**src/hw/wakeup_meas_pkg.sv**
```systemverilog
`default_nettype none
package wakeup_meas_pkg;

	// Register offsets on the 6-bit register address.
	localparam logic [5:0] AMP_CFG_OFFSET = 6'h32;
	localparam logic [5:0] AMP_REF_OFFSET = 6'h33;
	localparam logic [5:0] AMP_AVG_OFFSET = 6'h34;
	localparam logic [5:0] AMP_RESULT_OFFSET = 6'h35;
	localparam logic [5:0] PHASE_CFG_OFFSET = 6'h36;

	localparam int ADDR_WIDTH = 6;
	localparam int DATA_WIDTH = 8;

	// Configuration field positions, shared by amplitude and phase.
	localparam int THRESHOLD_MSB = 7;
	localparam int THRESHOLD_LSB = 4;
	localparam int INCLUDE_IRQ_BIT = 3;
	localparam int WEIGHT_MSB = 2;
	localparam int WEIGHT_LSB = 1;
	localparam int USE_AVERAGE_BIT = 0;

	localparam logic [7:0] CFG_RESET = 8'h00;
	localparam logic [7:0] REF_RESET = 8'h00;
	localparam logic [7:0] RESULT_RESET = 8'h00;
	localparam logic [7:0] UNMAPPED_READ = 8'h00;

	// Weight 4 is a shift by two; each code step doubles the weight.
	localparam logic [2:0] WEIGHT_BASE_SHIFT = 3'h2;

	function automatic logic [7:0] absDiff(input logic [7:0] a, input logic [7:0] b);
		absDiff = (a > b) ? (a - b) : (b - a);
	endfunction

	// Moves the average toward the sample by one weighted step.
	function automatic logic [7:0] avgStep(input logic [7:0] avg, input logic [7:0] sample,
			input logic [1:0] weight);
		logic signed [9:0] delta;
		logic [2:0] shift;
		logic [9:0] sum;
		delta = signed'({2'b00, sample}) - signed'({2'b00, avg});
		shift = {1'b0, weight} + WEIGHT_BASE_SHIFT;
		delta = delta >>> shift;
		sum = {2'b00, avg} + unsigned'(delta);
		avgStep = sum[7:0];
	endfunction

endpackage
`default_nettype wire

```
**src/hw/meas_chan_if.sv**
```systemverilog
`default_nettype none
interface meas_chan_if;
	logic clearAll;
	logic [7:0] cfg;
	logic [7:0] refValue;
	logic sampleValid;
	logic [7:0] sample;
	logic [7:0] average;
	logic [7:0] lastResult;
	logic irq;

	modport owner (output clearAll, output cfg, output refValue, output sampleValid,
		output sample, input average, input lastResult, input irq);
	modport channel (input clearAll, input cfg, input refValue, input sampleValid,
		input sample, output average, output lastResult, output irq);
endinterface
`default_nettype wire

```
**src/hw/meas_channel.sv**
```systemverilog
`default_nettype none
module meas_channel (
	input wire logic clk,
	input wire logic rst_b,
	meas_chan_if.channel ch
);
	import wakeup_meas_pkg::*;

	logic [7:0] avg_r;
	logic [7:0] result_r;
	logic irq_r;
	logic [7:0] compareBase;
	logic overThreshold;
	logic [3:0] threshold;

	assign threshold = ch.cfg[THRESHOLD_MSB:THRESHOLD_LSB];

	assign compareBase = ch.cfg[USE_AVERAGE_BIT] ? avg_r : ch.refValue;

	assign overThreshold = absDiff(ch.sample, compareBase) > {4'h0, threshold};

	always_ff @(posedge clk or negedge rst_b) begin
		if (!rst_b) begin
			avg_r <= RESULT_RESET;
		end else if (ch.clearAll) begin
			avg_r <= RESULT_RESET;
		end else if (ch.sampleValid && (!overThreshold || ch.cfg[INCLUDE_IRQ_BIT])) begin
			avg_r <= avgStep(avg_r, ch.sample, ch.cfg[WEIGHT_MSB:WEIGHT_LSB]);
		end
	end

	always_ff @(posedge clk or negedge rst_b) begin
		if (!rst_b) begin
			result_r <= RESULT_RESET;
		end else if (ch.clearAll) begin
			result_r <= RESULT_RESET;
		end else if (ch.sampleValid) begin
			result_r <= ch.sample;
		end
	end

	always_ff @(posedge clk or negedge rst_b) begin
		if (!rst_b) begin
			irq_r <= 1'b0;
		end else begin
			irq_r <= ch.sampleValid && overThreshold && !ch.clearAll;
		end
	end

	assign ch.average = avg_r;
	assign ch.lastResult = result_r;
	assign ch.irq = irq_r;

	property p_irq_on_exceed;
		@(posedge clk) disable iff (!rst_b)
		(ch.sampleValid && !ch.clearAll && absDiff(ch.sample, compareBase) > {4'h0, threshold})
			|=> ch.irq;
	endproperty
	a_irq_on_exceed: assert property (p_irq_on_exceed) else $error("missed wake-up event");

	property p_no_irq_at_equal;
		@(posedge clk) disable iff (!rst_b)
		(ch.sampleValid && absDiff(ch.sample, compareBase) <= {4'h0, threshold}) |=> !ch.irq;
	endproperty
	a_no_irq_at_equal: assert property (p_no_irq_at_equal) else $error("event on equal");

	property p_excluded_sample;
		@(posedge clk) disable iff (!rst_b)
		(ch.sampleValid && !ch.clearAll && overThreshold && !ch.cfg[INCLUDE_IRQ_BIT])
			|=> $stable(ch.average);
	endproperty
	a_excluded_sample: assert property (p_excluded_sample) else $error("average moved");

	property p_average_step;
		@(posedge clk) disable iff (!rst_b)
		(ch.sampleValid && !ch.clearAll && !overThreshold && ch.cfg[WEIGHT_MSB:WEIGHT_LSB] == 2'b00)
			|=> ch.average == avgStep($past(ch.average), $past(ch.sample), 2'b00);
	endproperty
	a_average_step: assert property (p_average_step) else $error("wrong average update");

	property p_result_capture;
		@(posedge clk) disable iff (!rst_b)
		(ch.sampleValid && !ch.clearAll) |=> ch.lastResult == $past(ch.sample);
	endproperty
	a_result_capture: assert property (p_result_capture) else $error("result not captured");

	property p_clear_results;
		@(posedge clk) disable iff (!rst_b)
		ch.clearAll |=> (ch.average == RESULT_RESET && ch.lastResult == RESULT_RESET && !ch.irq);
	endproperty
	a_clear_results: assert property (p_clear_results) else $error("results not cleared");

endmodule // meas_channel
`default_nettype wire

```
**src/hw/wakeup_amp_phase_measure_regs.sv**
```systemverilog
`default_nettype none
module wakeup_amp_phase_measure_regs (
	input wire logic clk,
	input wire logic rst_b,
	input wire logic [wakeup_meas_pkg::ADDR_WIDTH-1:0] regAddr,
	input wire logic regWrEn,
	input wire logic [wakeup_meas_pkg::DATA_WIDTH-1:0] regWrData,
	input wire logic regRdEn,
	output logic [wakeup_meas_pkg::DATA_WIDTH-1:0] regRdData,
	input wire logic setDefault,
	input wire logic timerExpiry,
	input wire logic ampCheckEnable,
	input wire logic phaseCheckEnable,
	input wire logic [wakeup_meas_pkg::DATA_WIDTH-1:0] phaseReferenceValue,
	output logic ampMeasureStart,
	output logic phaseMeasureStart,
	input wire logic ampResultValid,
	input wire logic [wakeup_meas_pkg::DATA_WIDTH-1:0] ampResult,
	input wire logic phaseResultValid,
	input wire logic [wakeup_meas_pkg::DATA_WIDTH-1:0] phaseResult,
	output logic ampWakeEvent,
	output logic phaseWakeEvent,
	output logic [wakeup_meas_pkg::DATA_WIDTH-1:0] phaseAverage,
	output logic [wakeup_meas_pkg::DATA_WIDTH-1:0] phaseLastResult
);
	import wakeup_meas_pkg::*;

	logic [7:0] ampCfg_r;
	logic [7:0] ampRef_r;
	logic [7:0] phaseCfg_r;
	logic [7:0] rdData_r;
	logic [7:0] rdData_nxt;
	logic ampStart_r;
	logic phaseStart_r;
	logic ampOver;

	meas_chan_if ampChan ();
	meas_chan_if phaseChan ();

	always_ff @(posedge clk or negedge rst_b) begin
		if (!rst_b) begin
			ampCfg_r <= CFG_RESET;
			ampRef_r <= REF_RESET;
			phaseCfg_r <= CFG_RESET;
		end else if (setDefault) begin
			ampCfg_r <= CFG_RESET;
			ampRef_r <= REF_RESET;
			phaseCfg_r <= CFG_RESET;
		end else if (regWrEn) begin
			// Writes to read-only or unmapped offsets are dropped silently.
			case (regAddr)
				AMP_CFG_OFFSET: begin
					ampCfg_r <= regWrData;
				end
				AMP_REF_OFFSET: begin
					ampRef_r <= regWrData;
				end
				PHASE_CFG_OFFSET: begin
					phaseCfg_r <= regWrData;
				end
				default: begin
				end
			endcase
		end
	end

	always_comb begin
		rdData_nxt = UNMAPPED_READ;
		case (regAddr)
			AMP_CFG_OFFSET: begin
				rdData_nxt = ampCfg_r;
			end
			AMP_REF_OFFSET: begin
				rdData_nxt = ampRef_r;
			end
			AMP_AVG_OFFSET: begin
				rdData_nxt = ampChan.average;
			end
			AMP_RESULT_OFFSET: begin
				rdData_nxt = ampChan.lastResult;
			end
			PHASE_CFG_OFFSET: begin
				rdData_nxt = phaseCfg_r;
			end
			default: begin
				rdData_nxt = UNMAPPED_READ;
			end
		endcase
	end

	// Read data is held until the next read so the host may sample it late.
	always_ff @(posedge clk or negedge rst_b) begin
		if (!rst_b) begin
			rdData_r <= UNMAPPED_READ;
		end else if (regRdEn) begin
			rdData_r <= rdData_nxt;
		end
	end

	always_ff @(posedge clk or negedge rst_b) begin
		if (!rst_b) begin
			ampStart_r <= 1'b0;
			phaseStart_r <= 1'b0;
		end else begin
			ampStart_r <= timerExpiry && ampCheckEnable && !setDefault;
			phaseStart_r <= timerExpiry && phaseCheckEnable && !setDefault;
		end
	end

	assign ampChan.clearAll = setDefault;
	assign ampChan.cfg = ampCfg_r;
	assign ampChan.refValue = ampRef_r;
	assign ampChan.sampleValid = ampResultValid;
	assign ampChan.sample = ampResult;

	assign phaseChan.clearAll = setDefault;
	assign phaseChan.cfg = phaseCfg_r;
	assign phaseChan.refValue = phaseReferenceValue;
	assign phaseChan.sampleValid = phaseResultValid;
	assign phaseChan.sample = phaseResult;

	meas_channel ampUnit (
		.clk(clk),
		.rst_b(rst_b),
		.ch(ampChan)
	);

	meas_channel phaseUnit (
		.clk(clk),
		.rst_b(rst_b),
		.ch(phaseChan)
	);

	assign regRdData = rdData_r;
	assign ampMeasureStart = ampStart_r;
	assign phaseMeasureStart = phaseStart_r;
	assign ampWakeEvent = ampChan.irq;
	assign phaseWakeEvent = phaseChan.irq;
	assign phaseAverage = phaseChan.average;
	assign phaseLastResult = phaseChan.lastResult;

	// Mirrors the amplitude unit's compare so the averaging checks can tell included samples.
	assign ampOver = absDiff(ampResult, ampCfg_r[USE_AVERAGE_BIT] ? ampChan.average : ampRef_r)
		> {4'h0, ampCfg_r[THRESHOLD_MSB:THRESHOLD_LSB]};

	property p_amp_start;
		@(posedge clk) disable iff (!rst_b)
		(timerExpiry && ampCheckEnable && !setDefault) |=> ampMeasureStart;
	endproperty
	a_amp_start: assert property (p_amp_start) else $error("amp start missing");

	property p_amp_no_start;
		@(posedge clk) disable iff (!rst_b)
		!(timerExpiry && ampCheckEnable) |=> !ampMeasureStart;
	endproperty
	a_amp_no_start: assert property (p_amp_no_start) else $error("spurious amplitude start");

	property p_phase_start;
		@(posedge clk) disable iff (!rst_b)
		(timerExpiry && phaseCheckEnable && !setDefault) |=> phaseMeasureStart;
	endproperty
	a_phase_start: assert property (p_phase_start) else $error("phase start missing");

	property p_default_clears;
		@(posedge clk) disable iff (!rst_b)
		setDefault |=> (ampCfg_r == CFG_RESET && ampRef_r == REF_RESET
			&& phaseCfg_r == CFG_RESET);
	endproperty
	a_default_clears: assert property (p_default_clears) else $error("config not cleared");

	property p_ref_write;
		@(posedge clk) disable iff (!rst_b)
		(regWrEn && !setDefault && regAddr == AMP_REF_OFFSET) ##1 (regRdEn
			&& !regWrEn && regAddr == AMP_REF_OFFSET) |=> regRdData == $past(regWrData, 2);
	endproperty
	a_ref_write: assert property (p_ref_write) else $error("reference readback mismatch");

	property p_avg_read;
		@(posedge clk) disable iff (!rst_b)
		(regRdEn && regAddr == AMP_AVG_OFFSET) |=> regRdData == $past(ampChan.average);
	endproperty
	a_avg_read: assert property (p_avg_read) else $error("average readback mismatch");

	property p_result_read;
		@(posedge clk) disable iff (!rst_b)
		(regRdEn && regAddr == AMP_RESULT_OFFSET) |=> regRdData == $past(ampChan.lastResult);
	endproperty
	a_result_read: assert property (p_result_read) else $error("result readback mismatch");

	property p_amp_base_select;
		@(posedge clk) disable iff (!rst_b)
		(ampResultValid && !setDefault && ampCfg_r[USE_AVERAGE_BIT] == 1'b0
			&& absDiff(ampResult, ampRef_r) > {4'h0, ampCfg_r[THRESHOLD_MSB:THRESHOLD_LSB]})
			|=> ampWakeEvent;
	endproperty
	a_amp_base_select: assert property (p_amp_base_select) else $error("ref base ignored");

	property p_phase_base_select;
		@(posedge clk) disable iff (!rst_b)
		(phaseResultValid && phaseCfg_r[USE_AVERAGE_BIT]
			&& absDiff(phaseResult, phaseChan.average)
			<= {4'h0, phaseCfg_r[THRESHOLD_MSB:THRESHOLD_LSB]}) |=> !phaseWakeEvent;
	endproperty
	a_phase_base_select: assert property (p_phase_base_select) else $error("base ignored");

	property p_weight_32;
		@(posedge clk) disable iff (!rst_b)
		(ampResultValid && !setDefault && !ampOver && ampCfg_r[WEIGHT_MSB:WEIGHT_LSB] == 2'b11)
			|=> ampChan.average == avgStep($past(ampChan.average), $past(ampResult), 2'b11);
	endproperty
	a_weight_32: assert property (p_weight_32) else $error("weight 32 step wrong");

	property p_weight_4;
		@(posedge clk) disable iff (!rst_b)
		(ampResultValid && !setDefault && !ampOver && ampCfg_r[WEIGHT_MSB:WEIGHT_LSB] == 2'b00)
			|=> ampChan.average == avgStep($past(ampChan.average), $past(ampResult), 2'b00);
	endproperty
	a_weight_4: assert property (p_weight_4) else $error("weight 4 step wrong");

	property p_weight_8;
		@(posedge clk) disable iff (!rst_b)
		(ampResultValid && !setDefault && !ampOver && ampCfg_r[WEIGHT_MSB:WEIGHT_LSB] == 2'b01)
			|=> ampChan.average == avgStep($past(ampChan.average), $past(ampResult), 2'b01);
	endproperty
	a_weight_8: assert property (p_weight_8) else $error("weight 8 step wrong");

	property p_weight_16;
		@(posedge clk) disable iff (!rst_b)
		(ampResultValid && !setDefault && !ampOver && ampCfg_r[WEIGHT_MSB:WEIGHT_LSB] == 2'b10)
			|=> ampChan.average == avgStep($past(ampChan.average), $past(ampResult), 2'b10);
	endproperty
	a_weight_16: assert property (p_weight_16) else $error("weight 16 step wrong");

	property p_amp_include;
		@(posedge clk) disable iff (!rst_b)
		(ampResultValid && !setDefault && ampOver && ampCfg_r[INCLUDE_IRQ_BIT]
			&& ampCfg_r[WEIGHT_MSB:WEIGHT_LSB] == 2'b00)
			|=> ampChan.average == avgStep($past(ampChan.average), $past(ampResult), 2'b00);
	endproperty
	a_amp_include: assert property (p_amp_include) else $error("included sample skipped");

	property p_amp_avg_base;
		@(posedge clk) disable iff (!rst_b)
		(ampResultValid && !setDefault && ampCfg_r[USE_AVERAGE_BIT]
			&& absDiff(ampResult, ampChan.average) > {4'h0, ampCfg_r[THRESHOLD_MSB:THRESHOLD_LSB]})
			|=> ampWakeEvent;
	endproperty
	a_amp_avg_base: assert property (p_amp_avg_base) else $error("average base ignored");

	property p_phase_ref_base;
		@(posedge clk) disable iff (!rst_b)
		(phaseResultValid && !setDefault && !phaseCfg_r[USE_AVERAGE_BIT]
			&& absDiff(phaseResult, phaseReferenceValue)
			> {4'h0, phaseCfg_r[THRESHOLD_MSB:THRESHOLD_LSB]}) |=> phaseWakeEvent;
	endproperty
	a_phase_ref_base: assert property (p_phase_ref_base) else $error("ref base missed");

	property p_amp_ref_quiet;
		@(posedge clk) disable iff (!rst_b)
		(ampResultValid && !ampCfg_r[USE_AVERAGE_BIT]
			&& absDiff(ampResult, ampRef_r) <= {4'h0, ampCfg_r[THRESHOLD_MSB:THRESHOLD_LSB]})
			|=> !ampWakeEvent;
	endproperty
	a_amp_ref_quiet: assert property (p_amp_ref_quiet) else $error("quiet event");

	property p_phase_no_start;
		@(posedge clk) disable iff (!rst_b)
		!(timerExpiry && phaseCheckEnable) |=> !phaseMeasureStart;
	endproperty
	a_phase_no_start: assert property (p_phase_no_start) else $error("stray phase start");

	property p_cfg_write;
		@(posedge clk) disable iff (!rst_b)
		(regWrEn && !setDefault && regAddr == AMP_CFG_OFFSET) |=> ampCfg_r == $past(regWrData);
	endproperty
	a_cfg_write: assert property (p_cfg_write) else $error("amp config write lost");

	property p_phase_cfg_write;
		@(posedge clk) disable iff (!rst_b)
		(regWrEn && !setDefault && regAddr == PHASE_CFG_OFFSET)
			|=> phaseCfg_r == $past(regWrData);
	endproperty
	a_phase_cfg_write: assert property (p_phase_cfg_write) else $error("phase cfg lost");

	property p_ro_write_ignored;
		@(posedge clk) disable iff (!rst_b)
		(regWrEn && !setDefault && (regAddr == AMP_AVG_OFFSET || regAddr == AMP_RESULT_OFFSET))
			|=> ($stable(ampCfg_r) && $stable(ampRef_r) && $stable(phaseCfg_r));
	endproperty
	a_ro_write_ignored: assert property (p_ro_write_ignored) else $error("write landed");

	property p_rd_hold;
		@(posedge clk) disable iff (!rst_b)
		!regRdEn |=> $stable(regRdData);
	endproperty
	a_rd_hold: assert property (p_rd_hold) else $error("read data changed");

endmodule // wakeup_amp_phase_measure_regs
`default_nettype wire

```
**config.mk**
```make
export PLATFORM = sky130hd
export DESIGN_NAME = wakeup_amp_phase_measure_regs
export DESIGN_NICKNAME = d
export VERILOG_FILES = /design/src/hw/wakeup_meas_pkg.sv /design/src/hw/meas_chan_if.sv /design/src/hw/meas_channel.sv /design/src/hw/wakeup_amp_phase_measure_regs.sv
export SDC_FILE = /design/constraint.sdc
export NUM_CORES = 1
export LEC_CHECK = 0
export BUFFER_PORTS_ARGS = -buffer_cell sky130_fd_sc_hd__buf_2
export CAP_MARGIN = 20
export CORE_MARGIN = 2
export CORE_UTILIZATION = 60
export DETAILED_ROUTE_END_ITERATION = 7
export GPL_TIMING_DRIVEN = 0
export PLACE_DENSITY = 0.82
export REMOVE_ABC_BUFFERS = 1
export SETUP_SLACK_MARGIN = 0.1
export SKIP_CTS_REPAIR_TIMING = 1
export SYNTH_ARGS = -nofsm -noshare
export SYNTH_HDL_FRONTEND = slang
export SYNTH_SLANG_ARGS = --single-unit
```
**constraint.sdc**
```tcl
create_clock -name clk -period 6.7 [get_ports clk]
set_input_delay 0.67 -clock clk [delete_from_list [all_inputs] [get_ports clk]]
set_output_delay 0.67 -clock clk [all_outputs]
set_load 0.005 [all_outputs]
```
==> out/metrics.csv <==
stage;metric;value;unit
routing;post-route-drc-count;0;
sta;tns;0;ns
global_routing;grt_overflow;0;
placed_design;hpwlAfterDp;12300;um
yosys;yosysMostFrequentCell;nor2_1;
yosys;ys_seq_elements;68;
layout;fillers;881;
global_routing;grt_pass1_wl;26100;um
cts;cts.sinks;68;
pwr;power;1.17;mW
worst_setup_path;critPathKind;reg2reg;
yosys;synthArstFlopShare;100;%
die;core_area;10300;sq um
die;num_rows;37;
cts;insertion_delay;0.36;ns
worst_setup_path;critical-path-max-stage-delay;0.66;ns
flow_run;cap_violations;0;
layout;final_cell_area;6960;sq um
yosys;synth_largest_area_cell;dfrtp_1;
cts;path_clk_slew;0.08;ns
cts;htreeDepth;3;
pwr;power.density;168;nW/um^2
yosys;synth_top_area_share;26.8;%
yosys;synth_edf_count;0;
global_routing;grt_max_degree;69;
global_routing;track_usage;28.9;%
yosys;synth_common_cells;nor2_1 (84), mux2i_1 (74), dfrtp_1 (68), inv_1 (68), ha_1 (66);
placed_design;port_buffers;75;
worst_setup_path;worstPathArrival;5.48;ns
worst_setup_path;crit_start;phaseCfg_r[0]$_DFFE_PN0P_;
worst_setup_path;end_kind;flop;
die;dieWidth;107;um
worst_setup_path;crit_chain;mux2i_1 > inv_1 > ha_1 > a211oi_1 > o22a_1 > o31ai_4 > mux2_2 > ha_1 > nor2b_1 > o21a_1 > o21a_1 > o21ai_0 > and4_1 > a41oi_2 > or3_1 > a21oi_1;
sta;fin_ws;1.50;ns
sta;relSlewSlack;31.8;%
sta;tightest_slew;1.02;ns
yosys;avgSynthCellArea;8.67;sq um
global_routing;antenna_found_initial;0;
pwr;power.leakage;3.36;nW
layout;fin_nets;903;
routing;routed_wl;16000;um
global_routing;grt_pass1_vias;5453;
routing;dr.pass1.iters;5;
sta;hold_viol;0;
die;die_area;11400;sq um
layout;drive_above_1_share;15.5;%
yosys;syn_inst;731;
die;dieHeight;107;um
routing;dr.first_iter.drc_count;399;
yosys;synth.cell_area;6340;sq um
cts;root_buffer;clkbuf_8;
outcome;status;complete, no violations;
worst_setup_path;crit_required;6.98;ns
placed_design;preCtsSetupSlack;1.53;ns
layout;area_delta_synth_final;9.71;%
sta;fin_worst_skew;0.0109;ns
worst_setup_path;regToRegStartpoint;phaseCfg_r[0]$_DFFE_PN0P_;
routing;detail-route-antenna-nets;0;
pwr;max-vdd-ir-drop;0.111;mV
yosys;synth.distinct_cells;72;
yosys;yosysWarnings;0;
layout;diodes;0;
yosys;seq_area_frac_synth;26.8;%
die;ios;76;
placed_design;gp_congestion;0.914;
layout;layoutNonFillerInstCount;924;
worst_setup_path;critPathLaunchType;flop;
placed_design;place_area;6720;sq um
die;start_util;61.7;%
routing;wl_per_cell;17.3;um
worst_setup_path;crit_path_top_delay_cell;dfrtp_1;
cts;cts_tree;done;
layout;final_util;67.7;%
sta;setup-violations-final;0;
hold_path;hp-class;in2async;
worst_setup_path;worstPathMaxFanout;11;
sta;fin_hold_ws;0.418;ns
placed_design;dp.cells;908;
sta;fin_crit_sh;77.6;%
sta;period_needed;5.20;ns
yosys;synthFlopType;dfrtp_1;
cts;numCtsBuffers;9;
sta;slew_viol_final;0;
routing;via_count;5623;
cts;cts_max_path_buffers;2;
sta;clock.fmax;192;MHz
yosys;yosys-top-cells-area;dfrtp_1 (27%), ha_1 (13%), mux2i_1 (12%);
sta;rsz0062_at_grt;false;
routing;viasPerCell;6.09;
-- where the power goes --
part | switching, mW | internal (mW) | total (mW)
logic | 0.191 | 0.142 | 0.333
clock network | 0.168 | 0.230 | 0.398
registers | 0.0116 | 0.423 | 0.435
-- placed cells by master, fill, tap and decap left out, types with 18 or more instances in the layout --
cell type  Yosys  routed
a21oi_1       56      56
buf_2          3      74
dfrtp_1       68      68
ha_1          66      66
inv_1         68      68
mux2i_1       74      74
nand2_1       42      42
nand3_1       20      20
nor2_1        84      84
o21ai_0       31      31
xnor2_1       18      18
-- sequential cells by signal, indices dropped and copies added, names as in the netlist --
name	count
phaseUnit.ch.lastResult	8
phaseCfg_r	8
phaseUnit.ch.irq	1
regRdData	8
phaseUnit.ch.average	8
ampMeasureStart	1
phaseMeasureStart	1
ampChan.refValue	8
ampUnit.ch.average	8
ampUnit.ch.irq	1
ampUnit.ch.lastResult	8
ampCfg_r	8
-- cell families after synthesis --
family	Yosys count	share of synthesized area [%]
AND/OR/NAND/NOR	202	14.8
AO/OA/AOI/OAI	173	18.9
buffers and inverters	103	6.89
multiplexers	88	14.2
adder cells (fa/ha/maj)	72	14.9
flip-flops	68	26.8
XOR/XNOR	25	3.57
-- layout make-up --
type,count,area [sq um],share of cell area (%)
clock buffer,11,151,2.18
clock inverter,5,83.8,1.21
inverter,69,259,3.72
multi-input combinational,560,4210,60.6
sequential,68,1700,24.5
tap,136,170,2.45
timing repair buffer,75,378,5.43
-- critical path: cells and delay by family, from the launching register on --
family	cells	cell delay, ns
flops	1	0.66
buf+inv	1	0.08
mux	2	0.76
compound gates	8	1.92
fa+ha+maj	2	0.78
simple gates	3	0.89
-- routing by layer --
layer | global-route usage [%] | wire, um | share of wire, % | up-vias
met5 | 0 | 0 | 0 | -
met4 | 10.6 | 398 | 2.5 | 0
met3 | 4.32 | 738 | 4.6 | 36
met2 | 52.4 | 8190 | 51 | 166
met1 | 34.6 | 6680 | 42 | 2712
li1 | - | - | - | 2709
-- path summary, 6_finish.rpt --
kind | slack [ns] | cells after the start | end
min | 0.42 | 1 | phaseUnit.ch.lastResult[0]$_DFFE_PN0P_
min in group clk | 0.53 | 2 | regRdData[4]$_DFFE_PN0P_
max | 1.50 | 16 | phaseUnit.ch.average[7]$_DFFE_PN0P_
max reg2reg | 1.50 | 16 | phaseUnit.ch.average[7]$_DFFE_PN0P_
min reg2reg | 0.53 | 2 | regRdData[4]$_DFFE_PN0P_
max in group asynchronous | 5.71 | 1 | ampUnit.ch.lastResult[6]$_DFFE_PN0P_
Note: power is estimated with default switching activity, not from simulation.
